<file path="config.mk">
export PLATFORM = sky130hd
export DESIGN_NAME = gpw_top
export DESIGN_NICKNAME = d
export VERILOG_FILES = /design/src/core/gpw_pkg.sv /design/src/core/gpw_sync.sv /design/src/core/gpw_pin_cell.sv /design/src/core/gpw_top.sv
export SDC_FILE = /design/constraint.sdc
export NUM_CORES = 1
export LEC_CHECK = 0
export ABC_AREA = 0
export BUFFER_PORTS_ARGS = -buffer_cell sky130_fd_sc_hd__buf_2
export CAP_MARGIN = 40
export CORE_ASPECT_RATIO = 0.9
export CORE_UTILIZATION = 30
export CTS_CLUSTER_SIZE = 14
export DETAILED_ROUTE_END_ITERATION = 10
export SETUP_SLACK_MARGIN = 0.02
export SLEW_MARGIN = 20
export SYNTH_ARGS = -nofsm -noshare
export SYNTH_HDL_FRONTEND = slang
export SYNTH_SLANG_ARGS = --single-unit
</file>
<file path="constraint.sdc">
create_clock -name i_ref_clk -period 2.76 [get_ports i_ref_clk]
set_input_delay 0.276 -clock i_ref_clk [delete_from_list [all_inputs] [get_ports i_ref_clk]]
set_output_delay 0.276 -clock i_ref_clk [all_outputs]
set_load 0.02 [all_outputs]
</file>
<file path="src/core/gpw_pkg.sv">
// Function
// - Direction bit one makes the pin an input, zero a push-pull output.
// - Reading an output pin returns the data latch, not the pin level.
// - The output latch keeps its value until software writes it again.
// - Each input pin may enable a weak pull-high from its select bit.
// - Each port A pin is individually enabled as a wake-up source.
// - Power down lasts until a selected port A pin falls high to low.
// - Upper miscellaneous nibble makes port A pins 0 to 3 open drain.
// - External interrupts share port A pins 0 and 1 via enable bits.
// - Timer input pins stay ordinary inputs while feeding the timers.
// - Frequency output drives port A pin 3 only while set as output.
// - Pulse-width outputs drive their pins only while set as outputs.
// - Analog channel select bit makes a converter input and drops pull-high.
// - Amplifier pins on port D 3 to 5 drop pull-high when selected.
// - Reset sets every data latch and direction bit high.
// - Bit set or clear reads the whole port, changes one bit, writes back.
// - Ports give 18 or 30 lines depending on the device variant.
package gpw_pkg;
  localparam int PORT_W = 8;
  localparam int NPINS = 32;
  localparam int ADDR_W = 5;
  // Register offsets.
  localparam logic [4:0] ADDR_PA_DATA = 5'h00;
  localparam logic [4:0] ADDR_PA_DIR = 5'h01;
  localparam logic [4:0] ADDR_PB_DATA = 5'h02;
  localparam logic [4:0] ADDR_PB_DIR = 5'h03;
  localparam logic [4:0] ADDR_PC_DATA = 5'h04;
  localparam logic [4:0] ADDR_PC_DIR = 5'h05;
  localparam logic [4:0] ADDR_PD_DATA = 5'h06;
  localparam logic [4:0] ADDR_PD_DIR = 5'h07;
  localparam logic [4:0] ADDR_PA_PULL = 5'h08;
  localparam logic [4:0] ADDR_PB_PULL = 5'h09;
  localparam logic [4:0] ADDR_PC_PULL = 5'h0a;
  localparam logic [4:0] ADDR_PD_PULL = 5'h0b;
  localparam logic [4:0] ADDR_WAKE = 5'h0c;
  localparam logic [4:0] ADDR_MISC = 5'h0d;
  localparam logic [4:0] ADDR_INT_CTRL = 5'h0e;
  localparam logic [4:0] ADDR_TMRSEL = 5'h0f;
  localparam logic [4:0] ADDR_ANA0 = 5'h10;
  localparam logic [4:0] ADDR_ANA1 = 5'h11;
  localparam logic [4:0] ADDR_ANA2 = 5'h12;
  localparam logic [4:0] ADDR_CONV1 = 5'h13;
  // Reset values.
  localparam logic [7:0] PORT_RST = 8'hff;
  localparam logic [7:0] CTRL_RST = 8'h00;
  // Pins present in each variant, port A in bits 7:0 up to port D in 31:24.
  localparam logic [31:0] PIN_MASK_WIDE = 32'h3fff_ffff;
  localparam logic [31:0] PIN_MASK_NARROW = 32'h0003_ffff;
  // Field positions.
  localparam int OPEN_DRAIN_LSB = 4;
  localparam int OPEN_DRAIN_W = 4;
  localparam int EXT_INT_ZERO_EN_BIT = 1;
  localparam int EXT_INT_ONE_EN_BIT = 2;
  localparam int TIMER_ZERO_SEL_BIT = 0;
  localparam int TIMER_ONE_SEL_BIT = 1;
  localparam int AMP_SEL_LSB = 0;
  localparam int AMP_W = 3;
  // Pin positions of shared functions.
  localparam int PIN_EXT_INT_ZERO = 0;
  localparam int PIN_EXT_INT_ONE = 1;
  localparam int PIN_TIMER_ZERO = 2;
  localparam int PIN_FREQ_OUT = 3;
  localparam int PIN_PWM0 = 4;
  localparam int PIN_PWM1 = 5;
  localparam int PIN_PWM2 = 14;
  localparam int PIN_PWM3 = 15;
  localparam int PIN_TIMER_ONE = 13;
  localparam int PIN_AMP_LSB = 27;
endpackage

</file>
<file path="src/core/gpw_sync.sv">
`timescale 1ns/100ps
`default_nettype none
// Two-stage synchroniser for asynchronous pin levels.
module gpw_sync #(
  parameter int W = 32
) (
  // Clock and reset
  input wire logic i_ref_clk,
  input wire logic i_resetn,
  // Levels
  input wire logic [W-1:0] i_async,
  output logic [W-1:0] o_sync
);
  logic [W-1:0] meta_reg;

  always_ff @(posedge i_ref_clk) begin
    if (!i_resetn) begin
      meta_reg <= '1;
      o_sync <= '1;
    end else begin
      meta_reg <= i_async;
      o_sync <= meta_reg;
    end
  end
endmodule // gpw_sync
`default_nettype wire

</file>
<file path="src/core/gpw_pin_cell.sv">
`timescale 1ns/100ps
`default_nettype none
// Output and pull-high decision for one pin.
module gpw_pin_cell (
  // Configuration
  input wire logic i_present,
  input wire logic i_dir,
  input wire logic i_latch,
  input wire logic i_open_drain,
  input wire logic i_pull_sel,
  input wire logic i_analog,
  // Shared function
  input wire logic i_alt_en,
  input wire logic i_alt_val,
  // Pad controls
  output logic o_out,
  output logic o_oe,
  output logic o_pull
);
  logic val;

  always_comb begin
    val = i_alt_en ? i_alt_val : i_latch;
    o_out = val;
    o_oe = i_present & ~i_dir & ~i_analog & ~(i_open_drain & val);
    o_pull = i_present & i_dir & i_pull_sel & ~i_analog;
  end
endmodule // gpw_pin_cell
`default_nettype wire

</file>
<file path="src/core/gpw_top.sv">
`timescale 1ns/100ps
`default_nettype none
// Four bidirectional ports with wake-up, open drain and pin sharing.
module gpw_top #(
  // One selects the 30-line variant, zero the 18-line one.
  parameter bit WIDE_VARIANT = 1'b1,
  // Fixed option that routes the frequency output to its pin.
  parameter bit FREQ_OUT_OPTION = 1'b0
) (
  // Clock and reset
  input wire logic i_ref_clk,
  input wire logic i_resetn,
  // Register port
  input wire logic [4:0] i_addr,
  input wire logic [7:0] i_wdata,
  input wire logic i_wr,
  input wire logic i_rd,
  input wire logic i_bit_wr,
  input wire logic [2:0] i_bit_idx,
  input wire logic i_bit_val,
  output logic [7:0] o_rdata,
  // Power down
  input wire logic i_halt,
  output logic o_power_down,
  output logic o_wake,
  // Pins
  input wire logic [31:0] i_pin_in,
  output logic [31:0] o_pin_out,
  output logic [31:0] o_pin_oe,
  output logic [31:0] o_pull_high,
  // Shared functions
  input wire logic i_prog_freq_output,
  input wire logic [3:0] i_pwm_en,
  input wire logic [3:0] i_pwm_out,
  output logic o_ext_interrupt_zero,
  output logic o_ext_interrupt_one,
  output logic o_timer_zero_input,
  output logic o_timer_one_input,
  output logic [23:0] o_analog_connect,
  output logic [2:0] o_op_amp_connect
);
  localparam logic [31:0] PIN_MASK =
    WIDE_VARIANT ? gpw_pkg::PIN_MASK_WIDE : gpw_pkg::PIN_MASK_NARROW;

  logic [7:0] data_reg [4];
  logic [7:0] dir_reg [4];
  logic [7:0] pull_reg [4];
  logic [7:0] ana_reg [3];
  logic [7:0] wake_reg;
  logic [7:0] misc_reg;
  logic [7:0] intc_reg;
  logic [7:0] tmr_reg;
  logic [7:0] conv1_reg;
  logic pd_reg;
  logic [7:0] pa_prev_reg;

  logic [31:0] pin_s;
  logic [31:0] data_f;
  logic [31:0] dir_f;
  logic [31:0] pull_f;
  logic [31:0] ana_f;
  logic [31:0] od_f;
  logic [31:0] alt_en;
  logic [31:0] alt_val;
  logic [31:0] cell_out;
  logic [31:0] cell_oe;
  logic [31:0] cell_pull;
  logic [31:0] port_view;
  logic [7:0] rd_value;
  logic [7:0] wr_data;
  logic wr_en;
  logic wake_hit;
  logic pd_next;

  gpw_sync #(
    .W(32)
  ) u_sync (
    .i_ref_clk(i_ref_clk),
    .i_resetn(i_resetn),
    .i_async(i_pin_in),
    .o_sync(pin_s)
  );

  assign data_f = {data_reg[3], data_reg[2], data_reg[1], data_reg[0]};
  assign dir_f = {dir_reg[3], dir_reg[2], dir_reg[1], dir_reg[0]};
  assign pull_f = {pull_reg[3], pull_reg[2], pull_reg[1], pull_reg[0]};

  always_comb begin
    ana_f = {8'h00, ana_reg[2], ana_reg[1], ana_reg[0]};
    for (int k = 0; k < gpw_pkg::AMP_W; k++) begin
      ana_f[gpw_pkg::PIN_AMP_LSB + k] = conv1_reg[gpw_pkg::AMP_SEL_LSB + k];
    end
  end

  always_comb begin
    od_f = 32'h0000_0000;
    od_f[gpw_pkg::OPEN_DRAIN_W-1:0] =
      misc_reg[gpw_pkg::OPEN_DRAIN_LSB +: gpw_pkg::OPEN_DRAIN_W];
  end

  // Shared outputs replace the latch whenever enabled; the pad drives them only while the pin is an output.
  always_comb begin
    alt_en = 32'h0000_0000;
    alt_val = 32'h0000_0000;
    alt_en[gpw_pkg::PIN_FREQ_OUT] = FREQ_OUT_OPTION;
    alt_val[gpw_pkg::PIN_FREQ_OUT] = i_prog_freq_output;
    alt_en[gpw_pkg::PIN_PWM0] = i_pwm_en[0];
    alt_val[gpw_pkg::PIN_PWM0] = i_pwm_out[0];
    alt_en[gpw_pkg::PIN_PWM1] = i_pwm_en[1];
    alt_val[gpw_pkg::PIN_PWM1] = i_pwm_out[1];
    alt_en[gpw_pkg::PIN_PWM2] = i_pwm_en[2];
    alt_val[gpw_pkg::PIN_PWM2] = i_pwm_out[2];
    alt_en[gpw_pkg::PIN_PWM3] = i_pwm_en[3];
    alt_val[gpw_pkg::PIN_PWM3] = i_pwm_out[3];
  end

  genvar g;
  generate
    for (g = 0; g < gpw_pkg::NPINS; g++) begin : g_pin
      gpw_pin_cell u_cell (
        .i_present(PIN_MASK[g]),
        .i_dir(dir_f[g]),
        .i_latch(data_f[g]),
        .i_open_drain(od_f[g]),
        .i_pull_sel(pull_f[g]),
        .i_analog(ana_f[g]),
        .i_alt_en(alt_en[g]),
        .i_alt_val(alt_val[g]),
        .o_out(cell_out[g]),
        .o_oe(cell_oe[g]),
        .o_pull(cell_pull[g])
      );
    end
  endgenerate

  assign port_view = ((dir_f & pin_s) | (~dir_f & data_f)) & PIN_MASK;

  always_comb begin
    rd_value = 8'h00;
    unique case (i_addr)
      gpw_pkg::ADDR_PA_DATA: rd_value = port_view[7:0];
      gpw_pkg::ADDR_PB_DATA: rd_value = port_view[15:8];
      gpw_pkg::ADDR_PC_DATA: rd_value = port_view[23:16];
      gpw_pkg::ADDR_PD_DATA: rd_value = port_view[31:24];
      gpw_pkg::ADDR_PA_DIR: rd_value = dir_reg[0];
      gpw_pkg::ADDR_PB_DIR: rd_value = dir_reg[1];
      gpw_pkg::ADDR_PC_DIR: rd_value = dir_reg[2];
      gpw_pkg::ADDR_PD_DIR: rd_value = dir_reg[3];
      gpw_pkg::ADDR_PA_PULL: rd_value = pull_reg[0];
      gpw_pkg::ADDR_PB_PULL: rd_value = pull_reg[1];
      gpw_pkg::ADDR_PC_PULL: rd_value = pull_reg[2];
      gpw_pkg::ADDR_PD_PULL: rd_value = pull_reg[3];
      gpw_pkg::ADDR_WAKE: rd_value = wake_reg;
      gpw_pkg::ADDR_MISC: rd_value = misc_reg;
      gpw_pkg::ADDR_INT_CTRL: rd_value = intc_reg;
      gpw_pkg::ADDR_TMRSEL: rd_value = tmr_reg;
      gpw_pkg::ADDR_ANA0: rd_value = ana_reg[0];
      gpw_pkg::ADDR_ANA1: rd_value = ana_reg[1];
      gpw_pkg::ADDR_ANA2: rd_value = ana_reg[2];
      gpw_pkg::ADDR_CONV1: rd_value = conv1_reg;
      default: rd_value = 8'h00;
    endcase
  end

  // read-modify-write
  // An input pin's live level is written back into its latch, as on the part.
  always_comb begin
    wr_data = i_wdata;
    if (i_bit_wr) begin
      wr_data = rd_value;
      wr_data[i_bit_idx] = i_bit_val;
    end
  end

  assign wr_en = i_wr | i_bit_wr;

  always_ff @(posedge i_ref_clk) begin
    if (!i_resetn) begin
      for (int p = 0; p < 4; p++) begin
        data_reg[p] <= gpw_pkg::PORT_RST;
      end
    end else if (wr_en) begin
      unique case (i_addr)
        gpw_pkg::ADDR_PA_DATA: data_reg[0] <= wr_data;
        gpw_pkg::ADDR_PB_DATA: data_reg[1] <= wr_data;
        gpw_pkg::ADDR_PC_DATA: data_reg[2] <= wr_data;
        gpw_pkg::ADDR_PD_DATA: data_reg[3] <= wr_data;
        default: ;
      endcase
    end
  end

  always_ff @(posedge i_ref_clk) begin
    if (!i_resetn) begin
      for (int p = 0; p < 4; p++) begin
        dir_reg[p] <= gpw_pkg::PORT_RST;
      end
    end else if (wr_en) begin
      unique case (i_addr)
        gpw_pkg::ADDR_PA_DIR: dir_reg[0] <= wr_data;
        gpw_pkg::ADDR_PB_DIR: dir_reg[1] <= wr_data;
        gpw_pkg::ADDR_PC_DIR: dir_reg[2] <= wr_data;
        gpw_pkg::ADDR_PD_DIR: dir_reg[3] <= wr_data;
        default: ;
      endcase
    end
  end

  always_ff @(posedge i_ref_clk) begin
    if (!i_resetn) begin
      for (int p = 0; p < 4; p++) begin
        pull_reg[p] <= gpw_pkg::CTRL_RST;
      end
    end else if (wr_en) begin
      unique case (i_addr)
        gpw_pkg::ADDR_PA_PULL: pull_reg[0] <= wr_data;
        gpw_pkg::ADDR_PB_PULL: pull_reg[1] <= wr_data;
        gpw_pkg::ADDR_PC_PULL: pull_reg[2] <= wr_data;
        gpw_pkg::ADDR_PD_PULL: pull_reg[3] <= wr_data;
        default: ;
      endcase
    end
  end

  always_ff @(posedge i_ref_clk) begin
    if (!i_resetn) begin
      wake_reg <= gpw_pkg::CTRL_RST;
    end else if (wr_en && i_addr == gpw_pkg::ADDR_WAKE) begin
      wake_reg <= wr_data;
    end
  end

  always_ff @(posedge i_ref_clk) begin
    if (!i_resetn) begin
      misc_reg <= gpw_pkg::CTRL_RST;
    end else if (wr_en && i_addr == gpw_pkg::ADDR_MISC) begin
      misc_reg <= wr_data;
    end
  end

  always_ff @(posedge i_ref_clk) begin
    if (!i_resetn) begin
      intc_reg <= gpw_pkg::CTRL_RST;
    end else if (wr_en && i_addr == gpw_pkg::ADDR_INT_CTRL) begin
      intc_reg <= wr_data;
    end
  end

  always_ff @(posedge i_ref_clk) begin
    if (!i_resetn) begin
      tmr_reg <= gpw_pkg::CTRL_RST;
    end else if (wr_en && i_addr == gpw_pkg::ADDR_TMRSEL) begin
      tmr_reg <= wr_data;
    end
  end

  always_ff @(posedge i_ref_clk) begin
    if (!i_resetn) begin
      for (int a = 0; a < 3; a++) begin
        ana_reg[a] <= gpw_pkg::CTRL_RST;
      end
    end else if (wr_en) begin
      unique case (i_addr)
        gpw_pkg::ADDR_ANA0: ana_reg[0] <= wr_data;
        gpw_pkg::ADDR_ANA1: ana_reg[1] <= wr_data;
        gpw_pkg::ADDR_ANA2: ana_reg[2] <= wr_data;
        default: ;
      endcase
    end
  end

  always_ff @(posedge i_ref_clk) begin
    if (!i_resetn) begin
      conv1_reg <= gpw_pkg::CTRL_RST;
    end else if (wr_en && i_addr == gpw_pkg::ADDR_CONV1) begin
      conv1_reg <= wr_data;
    end
  end

  // Read data stand for exactly the cycle after the strobe.
  always_ff @(posedge i_ref_clk) begin
    if (!i_resetn) begin
      o_rdata <= 8'h00;
    end else if (i_rd) begin
      o_rdata <= rd_value;
    end else begin
      o_rdata <= 8'h00;
    end
  end

  // falling edge on a selected port A pin
  assign wake_hit = |(wake_reg & pa_prev_reg & ~pin_s[7:0]);
  // A halt in the same cycle as a wake edge still enters power down.
  assign pd_next = i_halt | (pd_reg & ~wake_hit);

  always_ff @(posedge i_ref_clk) begin
    if (!i_resetn) begin
      pa_prev_reg <= gpw_pkg::PORT_RST;
      pd_reg <= 1'b0;
      o_power_down <= 1'b0;
      o_wake <= 1'b0;
    end else begin
      pa_prev_reg <= pin_s[7:0];
      pd_reg <= pd_next;
      o_power_down <= pd_next;
      o_wake <= pd_reg & wake_hit & ~i_halt;
    end
  end

  // Pad controls are registered so that no pad sees a decode glitch.
  always_ff @(posedge i_ref_clk) begin
    if (!i_resetn) begin
      o_pin_out <= 32'h0000_0000;
      o_pin_oe <= 32'h0000_0000;
      o_pull_high <= 32'h0000_0000;
      o_analog_connect <= 24'h00_0000;
      o_op_amp_connect <= 3'h0;
    end else begin
      o_pin_out <= cell_out & PIN_MASK;
      o_pin_oe <= cell_oe;
      o_pull_high <= cell_pull;
      o_analog_connect <= ana_f[23:0] & PIN_MASK[23:0];
      o_op_amp_connect <= ana_f[gpw_pkg::PIN_AMP_LSB +: gpw_pkg::AMP_W]
        & PIN_MASK[gpw_pkg::PIN_AMP_LSB +: gpw_pkg::AMP_W];
    end
  end

  // Shared inputs keep the ordinary read path alive at the same time.
  always_ff @(posedge i_ref_clk) begin
    if (!i_resetn) begin
      o_ext_interrupt_zero <= 1'b0;
      o_ext_interrupt_one <= 1'b0;
      o_timer_zero_input <= 1'b0;
      o_timer_one_input <= 1'b0;
    end else begin
      o_ext_interrupt_zero <= intc_reg[gpw_pkg::EXT_INT_ZERO_EN_BIT]
        & pin_s[gpw_pkg::PIN_EXT_INT_ZERO];
      o_ext_interrupt_one <= intc_reg[gpw_pkg::EXT_INT_ONE_EN_BIT]
        & pin_s[gpw_pkg::PIN_EXT_INT_ONE];
      o_timer_zero_input <= tmr_reg[gpw_pkg::TIMER_ZERO_SEL_BIT]
        & dir_f[gpw_pkg::PIN_TIMER_ZERO] & pin_s[gpw_pkg::PIN_TIMER_ZERO];
      o_timer_one_input <= tmr_reg[gpw_pkg::TIMER_ONE_SEL_BIT]
        & dir_f[gpw_pkg::PIN_TIMER_ONE] & pin_s[gpw_pkg::PIN_TIMER_ONE];
    end
  end
endmodule // gpw_top
`default_nettype wire

</file>
* Word level (Yosys, flattened, before mapping)
Memories as Yosys holds them, arrays and structs flattened.
Index checks and enable logic that the tools add are counted.
** Cells by class
- Magnitude comparators :: 2
- Equal/unequal tests :: 19
- Muxes and demuxes :: 85
- Bitwise logic cells :: 188
- Reductions and logical operators :: 9
** Operators with widths (number)
- 8-bit case mux with 20 select lines :: 1
- 8-bit two-way mux :: 16
- 1-bit AND :: 101
- 1-bit two-way mux :: 66
- 1-bit NOT :: 63
- 30-bit AND :: 2
- 5-bit by 4-bit == test with 1-bit output, second input constant :: 8
- 30-bit NOT :: 1
- 30-bit bitwise OR :: 1
- 5-bit by 3-bit == test with 1-bit output, second input constant :: 4
- 5-bit == test, second input constant :: 4
- 1-bit bitwise OR :: 17
- 8-bit AND :: 2
- 5-bit by 2-bit == test with 1-bit output, second input constant :: 2
- 8-bit bitwise mux :: 1
- 8-bit NOT :: 1
- 8-bit OR reduction :: 1
- 1-bit logical AND :: 6
- 5-bit by 1-bit == test with 1-bit output, second input constant :: 1
- 5-bit zero test :: 1
- 3-bit by 4-bit less-than comparator with 1-bit output, second input constant :: 1
- 1-bit demux with 3-bit select :: 1
- 3-bit by 1-bit >= comparator with 1-bit output, second input constant :: 1
- 2-bit AND reduction :: 1
** Storage, ports and cells
- Bits in registers :: 245
- Memory bits (writable) :: 120
- Input port bits :: 64
- Output and inout port bits :: 137
- Word-level logic and storage cells :: 330
- Memories :: 4
** Memory list
- data_reg :: words 4, bits a word 8, read ports 4, clocked after memory_dff 0, wr ports 4, RTL line gpw_top.sv:45 : logic [7:0] data_reg [4];
- dir_reg :: words 4, bits a word 8, read ports 4, clocked after memory_dff 0, wr ports 4, RTL line gpw_top.sv:46 : logic [7:0] dir_reg [4];
- pull_reg :: words 4, bits a word 8, read ports 4, clocked after memory_dff 0, wr ports 4, RTL line gpw_top.sv:47 : logic [7:0] pull_reg [4];
- ana_reg :: words 3, bits a word 8, read ports 3, clocked after memory_dff 0, wr ports 3, RTL line gpw_top.sv:48 : logic [7:0] ana_reg [3];

* Logic depth before layout (Yosys ltp)
Gate-level depths: netlist of the first run.
An unclocked memory read counts as a cell.
- Depth after elaboration :: 8
- Depth in mapped cells :: 10
- Mapped depth without buffers :: 6

* By module
A second synthesis of the first run with hierarchy kept.
** Second synthesis, totals
- Cells, all modules :: 1369
- Area total of the unflattened synthesis :: 15552.4 um2
** Modules (own cells, without submodules)
- gpw_top :: instances 1, cells an instance 1075, area each 12074.1 um2
- gpw_pin_cell :: instances 32, cells an instance 5, area each 55.1 um2
- gpw_sync :: instances 1, cells an instance 134, area each 1716.6 um2

* Least setup slack after synthesis of the first run
OpenSTA, ideal clock, no wires.
- Path kind :: input to register
- From :: input i_addr[0]
- To :: memory ana_reg[1][3], in the netlist ana_reg[0][11] (data pin)
- Setup time :: 269 ps
- Arrival time :: 1972 ps
- Setup slack :: 519 ps
- Cell stages on the path :: 8
- Path buffers :: 2
- Cells stage by stage :: buf_6 -> and2_1 -> and2_4 -> a22o_1 -> or4_4 -> o31ai_4 -> buf_6 -> nor2_1
** RTL lines
- from (decl) :: RTL line gpw_top.sv:14 : input wire logic [4:0] i_addr,
- to (decl) :: RTL line gpw_top.sv:48

==> summary.md, run 1 <==
| Metric | Value |
|---|---|
| Outcome | `finished, final reports clean` |
| DR vias | `11.0k` |
| Site Rows | `72` |
| Antenna violations before repair | `3` |
| Die ar. | `0.0449 mm2` |
| Peak supply drop | `0.000361 V` |
| Ys async rst share | `0%` |
| Yosys top cell area share | `36.2%` |
| Synth warn | `0` |
| Fin. max-slew vios | `0` |
| Yosys top cell by area | `dfxtp_1` |
| Period minus WS final | `2.66 ns` |
| GRT overflow | `0` |
| Worst hold slack | `0.165 ns` |
| Clock Latency Late Sink | `0.56 ns` |
| Die X | `223 um` |
| Synth Instances | `1186` |
| Pwr Density | `683 mW/mm2` |
| Final period util | `96.5%` |
| Mapped cell area | `0.0132 mm2` |
| Area contributors post-synth | `dfxtp_1 (36%), edfxtp_1 (27%), nand2_1 (4.3%)` |
| CP cell instances | `buf_4 > mux2i_1 > o22ai_1 > or4_4 > o31ai_4 > buf_4 > nand2_1` |
| Combinational power share | `10.5%` |
| Switching Power | `3.06 mW` |
| Post-synth EDFFs | `118` |
| Clock share of power | `41.6%` |
| Global-route wire length before repair | `75600 um` |
| Worst reg2reg path startpoint | `dir_reg[0][3]` |
| Max-cap viol count | `0` |
| Hold Path Depth | `3` |
| Yosys reg bits | `357` |
| Max clock buf depth | `3` |
| Post-synth top cells | `dfxtp_1 (239), nand2_1 (151), edfxtp_1 (118), nor2_1 (92), nand2b_1 (69)` |
| Starting Density | `30.6%` |
| Fin. Hold Viols | `0` |
| CP peak stage delay | `0.60 ns` |
| Pint | `9.01 mW` |
| Cell variety after synth | `76` |
| Req. time, crit path | `3.04 ns` |
| Flop pwr share | `47.9%` |
| Share of layout cells above drive strength 1 | `29.2%` |
| GPL Wtd Cong | `1.01` |
| Final nets | `1640` |
| CP max stage cell | `or4_4` |
| Total CTS buffers | `38` |
| Register-to-Register Path Depth | `7` |
| Antenna Cells | `0` |
| Syn avg cell area | `11.1 um2` |
| Critical Path Start Type | `flop` |
| Area occupied by multi-input gates | `0.00450 mm2` |
| Largest net degree at the start of global routing | `47` |
| Sequential cell area | `0.00833 mm2` |
| Gr usage total | `23.7%` |
| Final setup fails | `0` |
| Hold WC Path Type | `input port to flop` |
| Placed cells | `2049` |
| Post-CTS Setup Repair Bufs | `0` |
| Count leader, synth | `dfxtp_1` |
| R2R setup slack | `0.1 ns` |
| Worst-path clk slew | `0.07 ns` |
| Clock sinks | `357` |
| Reg-to-Reg End | `dir_reg[1][3]` |
| Post-route insts no fill | `2159` |
| Die H | `201 um` |
| H-tree depth | `2` |
| Crit path top cell by count | `buf_4` |
| Initial drt markers | `1191` |
| CTS tree | `yes` |
| CP endpoint kind | `flop` |
| Critical path type | `flop to flop` |
| Unrepaired setup endpoints after global routing | `no` |
| Fill cells | `4232` |
| Layout Utilization | `40.8%` |
| DP Wirelength | `41600 um` |
| Vias/cell | `5.07` |
| Top_reg_cell synth | `dfxtp_1` |
| Final wirelength | `53900 um` |
| Actual slew at the worst max-slew pin | `0.757 ns` |
| Wire per inst | `24.9 um` |
| Relative slew margins | `49.0%` |
| Via count of the first global-routing pass | `10.7k` |
| Root buf cell | `clkbuf_16` |
| Antenna-violating nets left | `0` |
| Design Power | `12.1 mW` |
| Crit path to | `dir_reg[1][3]` |
| Worst EP arrival | `2.94 ns` |
| Worst setup path startpoint | `dir_reg[0][3]` |
| Switching Share | `25.4%` |
| Max Fanout on Critical Path | `8` |
| CORE AREA | `0.0432 mm2` |
| P&R area growth vs syn | `33.5%` |
| Achievable Freq | `376 MHz` |
| Part of the Yosys area used for sequential elements | `63.0%` |
| Ports | `201` |
| Fin Clk Skew | `0.0172 ns` |
| Remaining DRCs | `0` |
| DR pass1 iterations | `5` |
| IO buf count | `191` |
| Lkg Pwr | `7.28 nW` |
-- logic make-up after synthesis --
logic type | Yosys count | share of synthesized area [%]
simple gates | 537 | 20.8
flops | 357 | 63.0
compound gates | 155 | 8.80
buf+inv | 83 | 3.15
mux | 53 | 4.20
other cells | 1 | 0.0284
-- metrics by stage --
step | cell area (um2) | setup slack, ns | TNS (ns)
3_5_place_dp | 16000 | -0.379 | -11.85
5_1_grt | 17700 | 0.0222 | 0
3_3_place_gp | 16000 | -0.356 | -13.14
6_report | 17700 | 0.0971 | 0
4_1_cts | 17600 | 0.0649 | 0
2_1_floorplan | 13200 | 0.519 | 0
-- power groups by stage --
stage	Sequential (mW)	Combinational, mW	Clock, mW
after floorplan	5.92	0.471	0
after global placement	5.89	1.20	0
after detailed placement	5.89	1.20	0
after CTS	5.78	1.25	5.13
after global routing	5.80	1.33	5.35
final	5.78	1.26	5.02
-- cell usage in the layout, fill, tap and decap left out, types with 39 or more instances in the layout --
| cell | netlist | layout |
|---|---|---|
| dfxtp_1 | 239 | 239 |
| buf_2 | 9 | 190 |
| buf_4 | 17 | 173 |
| nand2_1 | 151 | 151 |
| edfxtp_1 | 118 | 118 |
| nor2_1 | 92 | 92 |
| nand2b_1 | 69 | 69 |
| nor3_1 | 66 | 66 |
| and2_1 | 54 | 54 |
| mux2i_1 | 42 | 42 |
| clkbuf_16 | 0 | 41 |
| dlygate4sd3_1 | 0 | 39 |
-- final cells by class --
| cell class | instances | area share (%) |
|---|---|---|
| clock buffers | 50 | 6.12 |
| clock inverters | 18 | 0.780 |
| inverters | 12 | 0.255 |
| multi-input cells | 751 | 25.5 |
| flip-flops and latches | 357 | 47.2 |
| well taps | 555 | 3.93 |
| repair buffers | 416 | 16.2 |
-- worst min-delay path by stage --
stage	endpoint	from	slack, ns
global route	tmr_reg[5]	i_resetn	0.19
CTS	misc_reg[1]	i_resetn	0.13
detailed placement	u_sync.o_sync[24]	u_sync.meta_reg[24]	0.39
global placement	u_sync.o_sync[19]	u_sync.meta_reg[19]	0.39
floorplan	o_wake	i_halt	0.35
finish	misc_reg[1]	i_resetn	0.17
-- critical path: cells and delay by family (launching register included) --
| kind | cells | cell delay [ns] |
|---|---|---|
| and+or+nand+nor | 2 | 0.65 |
| buffers and inverters | 2 | 0.41 |
| muxes | 1 | 0.14 |
| DFF | 1 | 0.49 |
| AOI/OAI and AO/OA | 2 | 0.69 |
-- timing repair --
item	4_1_cts	5_1_grt
resized for setup	1	0
endpoints found under the hold margin	36	0
cloned	0	0
pin swaps	0	1
hold buffers	39	0
endpoints found under the setup margin	19	1
-- metal layers --
metal | share of wire, % | wire length [um] | vias to the layer above | track usage, %
met2 | 45 | 24100 | 488 | 36.7
met5 | 0.037 | 20 | - | 0
li1 | - | - | 4997 | -
met4 | 2.5 | 1360 | 4 | 7.05
met1 | 44 | 23800 | 5374 | 32.6
met3 | 8.6 | 4630 | 90 | 5.97
No activity file was read; power rests on OpenSTA's default activity.
==> inputs of run 2 (changes only) <==
clock period = 3.3 ns   (was 2.76 ns; I/O delays follow)
==> summary.md, run 2 (same netlist as run 1, synthesis figures left out) <==
| Metric | Value |
|---|---|
| Via count of the first global-routing pass | `10.2k` |
| Most frequent cells in the layout | `dfxtp_1 (239), buf_2 (191), nand2_1 (151)` |
| Placement Setup Slack | `0.276 ns` |
| Fill cells | `4253` |
| M2 GR Usage | `35.1%` |
| Clock Latency Late Sink | `0.57 ns` |
| Actual slew at the worst max-slew pin | `0.882 ns` |
| GRT overflow | `0` |
| Clock sinks | `357` |
| CP endpoint kind | `flop` |
| Global-route wire length before repair | `72900 um` |
| CP cell instances | `mux2i_1 > nor3_1 > a2111oi_1 > nand2_1 > o21bai_1 > buf_12 > nor2_1` |
| Site Rows | `72` |
| IO buf count | `191` |
| Relative slew margins | `39.7%` |
| Critical Path Start Type | `flop` |
| CTS tree | `yes` |
| Die X | `223 um` |
| Max-cap viol count | `0` |
| Ports | `201` |
| Total CTS buffers | `37` |
| Fin. Hold Viols | `0` |
| Busiest grt layer | `met2` |
| GRT met3 Usage | `5.42%` |
| Area occupied by multi-input gates | `0.00450 mm2` |
| Outcome | `finished, final reports clean` |
| Most common cell after layout, fill and taps aside | `dfxtp_1` |
| H-tree depth | `2` |
| Remaining DRCs | `0` |
| Antenna-violating nets left | `0` |
| Worst-path clk slew | `0.07 ns` |
| TNS Setup | `0 ns` |
| Final period util | `84.7%` |
| Largest net degree at the start of global routing | `74` |
| Gr usage total | `22.9%` |
| Lkg Pwr | `6.82 nW` |
| Max Fanout on Critical Path | `12` |
| Starting Density | `30.6%` |
| Final nets | `1531` |
| Achievable Freq | `358 MHz` |
| Root buf cell | `clkbuf_16` |
| Worst EP arrival | `3.08 ns` |
| Wire per inst | `25.2 um` |
| Worst hold slack | `0.0178 ns` |
| Initial drt markers | `970` |
| Antenna violations before repair | `1` |
| Hold WC Path Type | `input port to flop` |
| Critical path type | `flop to flop` |
| Period minus WS final | `2.79 ns` |
| Layout Utilization | `39.2%` |
| Antenna Cells | `0` |
| CORE AREA | `0.0432 mm2` |
| Fin. max-slew vios | `0` |
| Share of layout cells above drive strength 1 | `24.8%` |
| Die ar. | `0.0449 mm2` |
| Final setup fails | `0` |
| Met1 usage | `31.7%` |
| Pwr Density | `610 mW/mm2` |
| WP buf/inv | `1` |
| Fin Clk Skew | `0.0275 ns` |
| Crit path max-delay family | `compound AO/OA/AOI/OAI gates` |
| DR pass1 iterations | `5` |
| Sequential cell area | `0.00833 mm2` |
| CP peak stage delay | `0.75 ns` |
| Design Power | `10.3 mW` |
| DP Wirelength | `38800 um` |
| Peak supply drop | `0.000348 V` |
| Final setup margin | `0.506 ns` |
| GPL Wtd Cong | `1.01` |
| Unrepaired setup endpoints after global routing | `no` |
| Req. time, crit path | `3.58 ns` |
| Die H | `201 um` |
| DR vias | `10.6k` |
| Vias/cell | `5.17` |
| P&R area growth vs syn | `28.1%` |
| Max clock buf depth | `3` |
| Final wirelength | `51700 um` |
| CP max stage cell | `a2111oi_1` |
-- run 2: power breakdown --
part | internal [mW] | switching, mW | total (mW)
combinational | 0.338 | 0.602 | 0.940
sequential | 4.71 | 0.149 | 4.86
clock | 2.73 | 1.79 | 4.53
-- run 2: final timing paths --
check / start / to / slack, ns / cells after the start
worst min register to register: u_sync.meta_reg[13] / u_sync.o_sync[13] / 0.41 / 1
worst max register to register: dir_reg[1][6] / ana_reg[0][6] / 0.51 / 7
worst max-delay path: dir_reg[1][6] / ana_reg[0][6] / 0.51 / 7
worst min-delay path: i_pwm_out[0] / o_pin_out[4] / 0.02 / 3
-- run 2: final cells by class --
cell class                      instances  area share [%]
Sequential cell                       357            49.2
Inverter                               12           0.266
Clock inverter                         16            1.00
Clock buffer                           52            6.92
Tap cell                              555            4.10
Multi-Input combinational cell        751            26.6
Timing Repair Buffer                  308            12.0
-- run 2: routing by layer --
metal / share of wire [%] / up-vias
met2: 45 / 533
met1: 44 / 5236
met5: 0.025 / -
li1: - / 4778
met3: 8.9 / 64
met4: 2.4 / 2
-- run 2: stage by stage --
step	instance area, um2	cells
2_1_floorplan	13200	1191
3_3_place_gp	15300	1950
3_5_place_dp	15300	1951
4_1_cts	16900	2051
5_1_grt	16900	2051
6_report	16900	2051
-- run 2: tightest hold or removal path: cells and delay by family --
kind / cells / cell delay [ns]
simple gates: 1 / 0.07
mux: 1 / 0.06
buf+inv: 1 / 0.08
-- run 2: timing repair --
item | in CTS | in global routing
resized for setup | 0 | 0
endpoints found under the hold margin | 33 | 0
setup buffers | 0 | 0
hold buffers | 32 | 0
==> inputs of run 3 (changes only) <==
clock period = 2.5 ns   (was 3.3 ns; I/O delays follow)
==> summary.md, run 3 (same netlist as run 1, synthesis figures left out) <==
| Metric | Value |
|---|---|
| Crit path max-delay family | `simple AND/OR/NAND/NOR gates` |
| Sequential cell area | `0.00833 mm2` |
| Most common cell after layout, fill and taps aside | `dfxtp_1` |
| CORE AREA | `0.0432 mm2` |
| GPL Wtd Cong | `1.00` |
| Fin. max-slew vios | `0` |
| CP endpoint kind | `flop` |
| Final wirelength | `53600 um` |
| Most frequent cells in the layout | `dfxtp_1 (239), buf_4 (207), buf_2 (190)` |
| Layout Utilization | `41.5%` |
| Share of layout cells above drive strength 1 | `30.7%` |
| Period minus WS final | `2.42 ns` |
| DR pass1 iterations | `5` |
| Site Rows | `72` |
| Die H | `201 um` |
| CP cell instances | `mux2i_1 > buf_4 > o32ai_1 > or4_4 > o31ai_4 > buf_12 > nand2_1` |
| Clock sinks | `357` |
| Gr usage total | `23.7%` |
| DR vias | `11.0k` |
| Lkg Pwr | `7.44 nW` |
| Unrepaired setup endpoints after global routing | `no` |
| Peak supply drop | `0.000517 V` |
| Final setup fails | `0` |
| Remaining DRCs | `0` |
| CP max stage cell | `or4_4` |
| Final period util | `97.0%` |
| WP buf/inv | `2` |
| Fin. Hold Viols | `0` |
| Critical path type | `flop to flop` |
| Ports | `201` |
| Final nets | `1670` |
| Clock Latency Late Sink | `0.57 ns` |
| Die X | `223 um` |
| Antenna-violating nets left | `0` |
| Relative slew margins | `41.8%` |
| IO buf count | `191` |
| Initial drt markers | `985` |
| Global-route wire length before repair | `75600 um` |
| Req. time, crit path | `2.79 ns` |
| Root buf cell | `clkbuf_16` |
| Pwr Density | `753 mW/mm2` |
| Max-cap viol count | `0` |
| Hold WC Path Type | `input port to flop` |
| H-tree depth | `2` |
| Largest net degree at the start of global routing | `102` |
| Starting Density | `30.6%` |
| Fin Clk Skew | `0.0277 ns` |
| TNS Setup | `0 ns` |
| Area occupied by multi-input gates | `0.00451 mm2` |
| Actual slew at the worst max-slew pin | `0.869 ns` |
| DP Wirelength | `41700 um` |
| Wire per inst | `24.5 um` |
| Max clock buf depth | `3` |
| Achievable Freq | `413 MHz` |
| CTS tree | `yes` |
| Total CTS buffers | `38` |
| Vias/cell | `5.02` |
| Worst EP arrival | `2.71 ns` |
| Antenna violations before repair | `4` |
| Max Fanout on Critical Path | `18` |
| P&R area growth vs syn | `35.7%` |
| Fill cells | `4203` |
| Critical Path Start Type | `flop` |
| GRT overflow | `0` |
| Outcome | `finished, final reports clean` |
| Via count of the first global-routing pass | `10.8k` |
| Die ar. | `0.0449 mm2` |
| Worst-path clk slew | `0.07 ns` |
| CP peak stage delay | `0.56 ns` |
[run 3: changes by cell type in the layout (fill, tap and decap cells not counted), moves of 3 or more]
cell,previous run,this run
buf_4,76,207
dlygate4sd3_1,32,39
clkbuf_1,3,7
clkbuf_8,4,1
inv_4,1,4
[run 3: path summary, 6_finish.rpt]
path	startpoint	depth (start not counted)	slack [ns]	to
worst max-delay path	pull_reg[1][3]	7	0.08	dir_reg[3][3]
worst max register to register	pull_reg[1][3]	7	0.08	dir_reg[3][3]
worst min-delay path	i_rd	3	0.15	o_rdata[5]
worst min register to register	u_sync.meta_reg[26]	1	0.40	u_sync.o_sync[26]
[run 3: worst min-delay path, cell delays in order]
cell and delay [ns]:
buf_2 0.10, nand2_1 0.16, a41oi_1 0.11
[run 3: stage by stage]
stage / std cells / setup slack (ns) / total power, mW / area, um2 / hold slack, ns
2_1_floorplan: 1191 / 0.285 / 7.06 / 13200 / 0.327
3_3_place_gp: 2079 / -0.371 / 7.86 / 16200 / 0.392
3_5_place_dp: 2081 / -0.356 / 7.86 / 16200 / 0.391
4_1_cts: 2189 / 0.0355 / 13.6 / 17900 / 0.140
5_1_grt: 2190 / 0.0306 / 14.0 / 17900 / 0.191
6_report: 2191 / 0.0758 / 13.5 / 17900 / 0.146
[run 3: layout make-up]
cell class	instances	area share (%)
Sequential cell	357	46.4
Multi-Input combinational cell	751	25.2
Timing Repair Buffer	446	17.2
Clock buffer	50	6.08
Tap cell	555	3.87
Clock inverter	19	1.03
Inverter	12	0.251
Antenna cell	1	0.0140
[run 3: layer usage]
metal / GRT usage, % / routed length [um]
met5: 0 / 31
met4: 7.31 / 1500
met3: 6.16 / 4550
met2: 36.6 / 23900
met1: 32.4 / 23600
[run 3: power by group]
group | internal [mW] | switching, mW | leakage (nW) | total [mW]
registers | 6.22 | 0.153 | 3.13 | 6.37
clock network | 3.33 | 2.37 | 0.623 | 5.71
logic | 0.572 | 0.864 | 3.69 | 1.44
[run 3: repair_timing]
action	in CTS	in global routing
pin swaps	0	4
hold buffers	39	0
hold endpoints to repair	36	0
buffers inserted	0	1
resized for setup	2	3
setup endpoints to repair	17	39
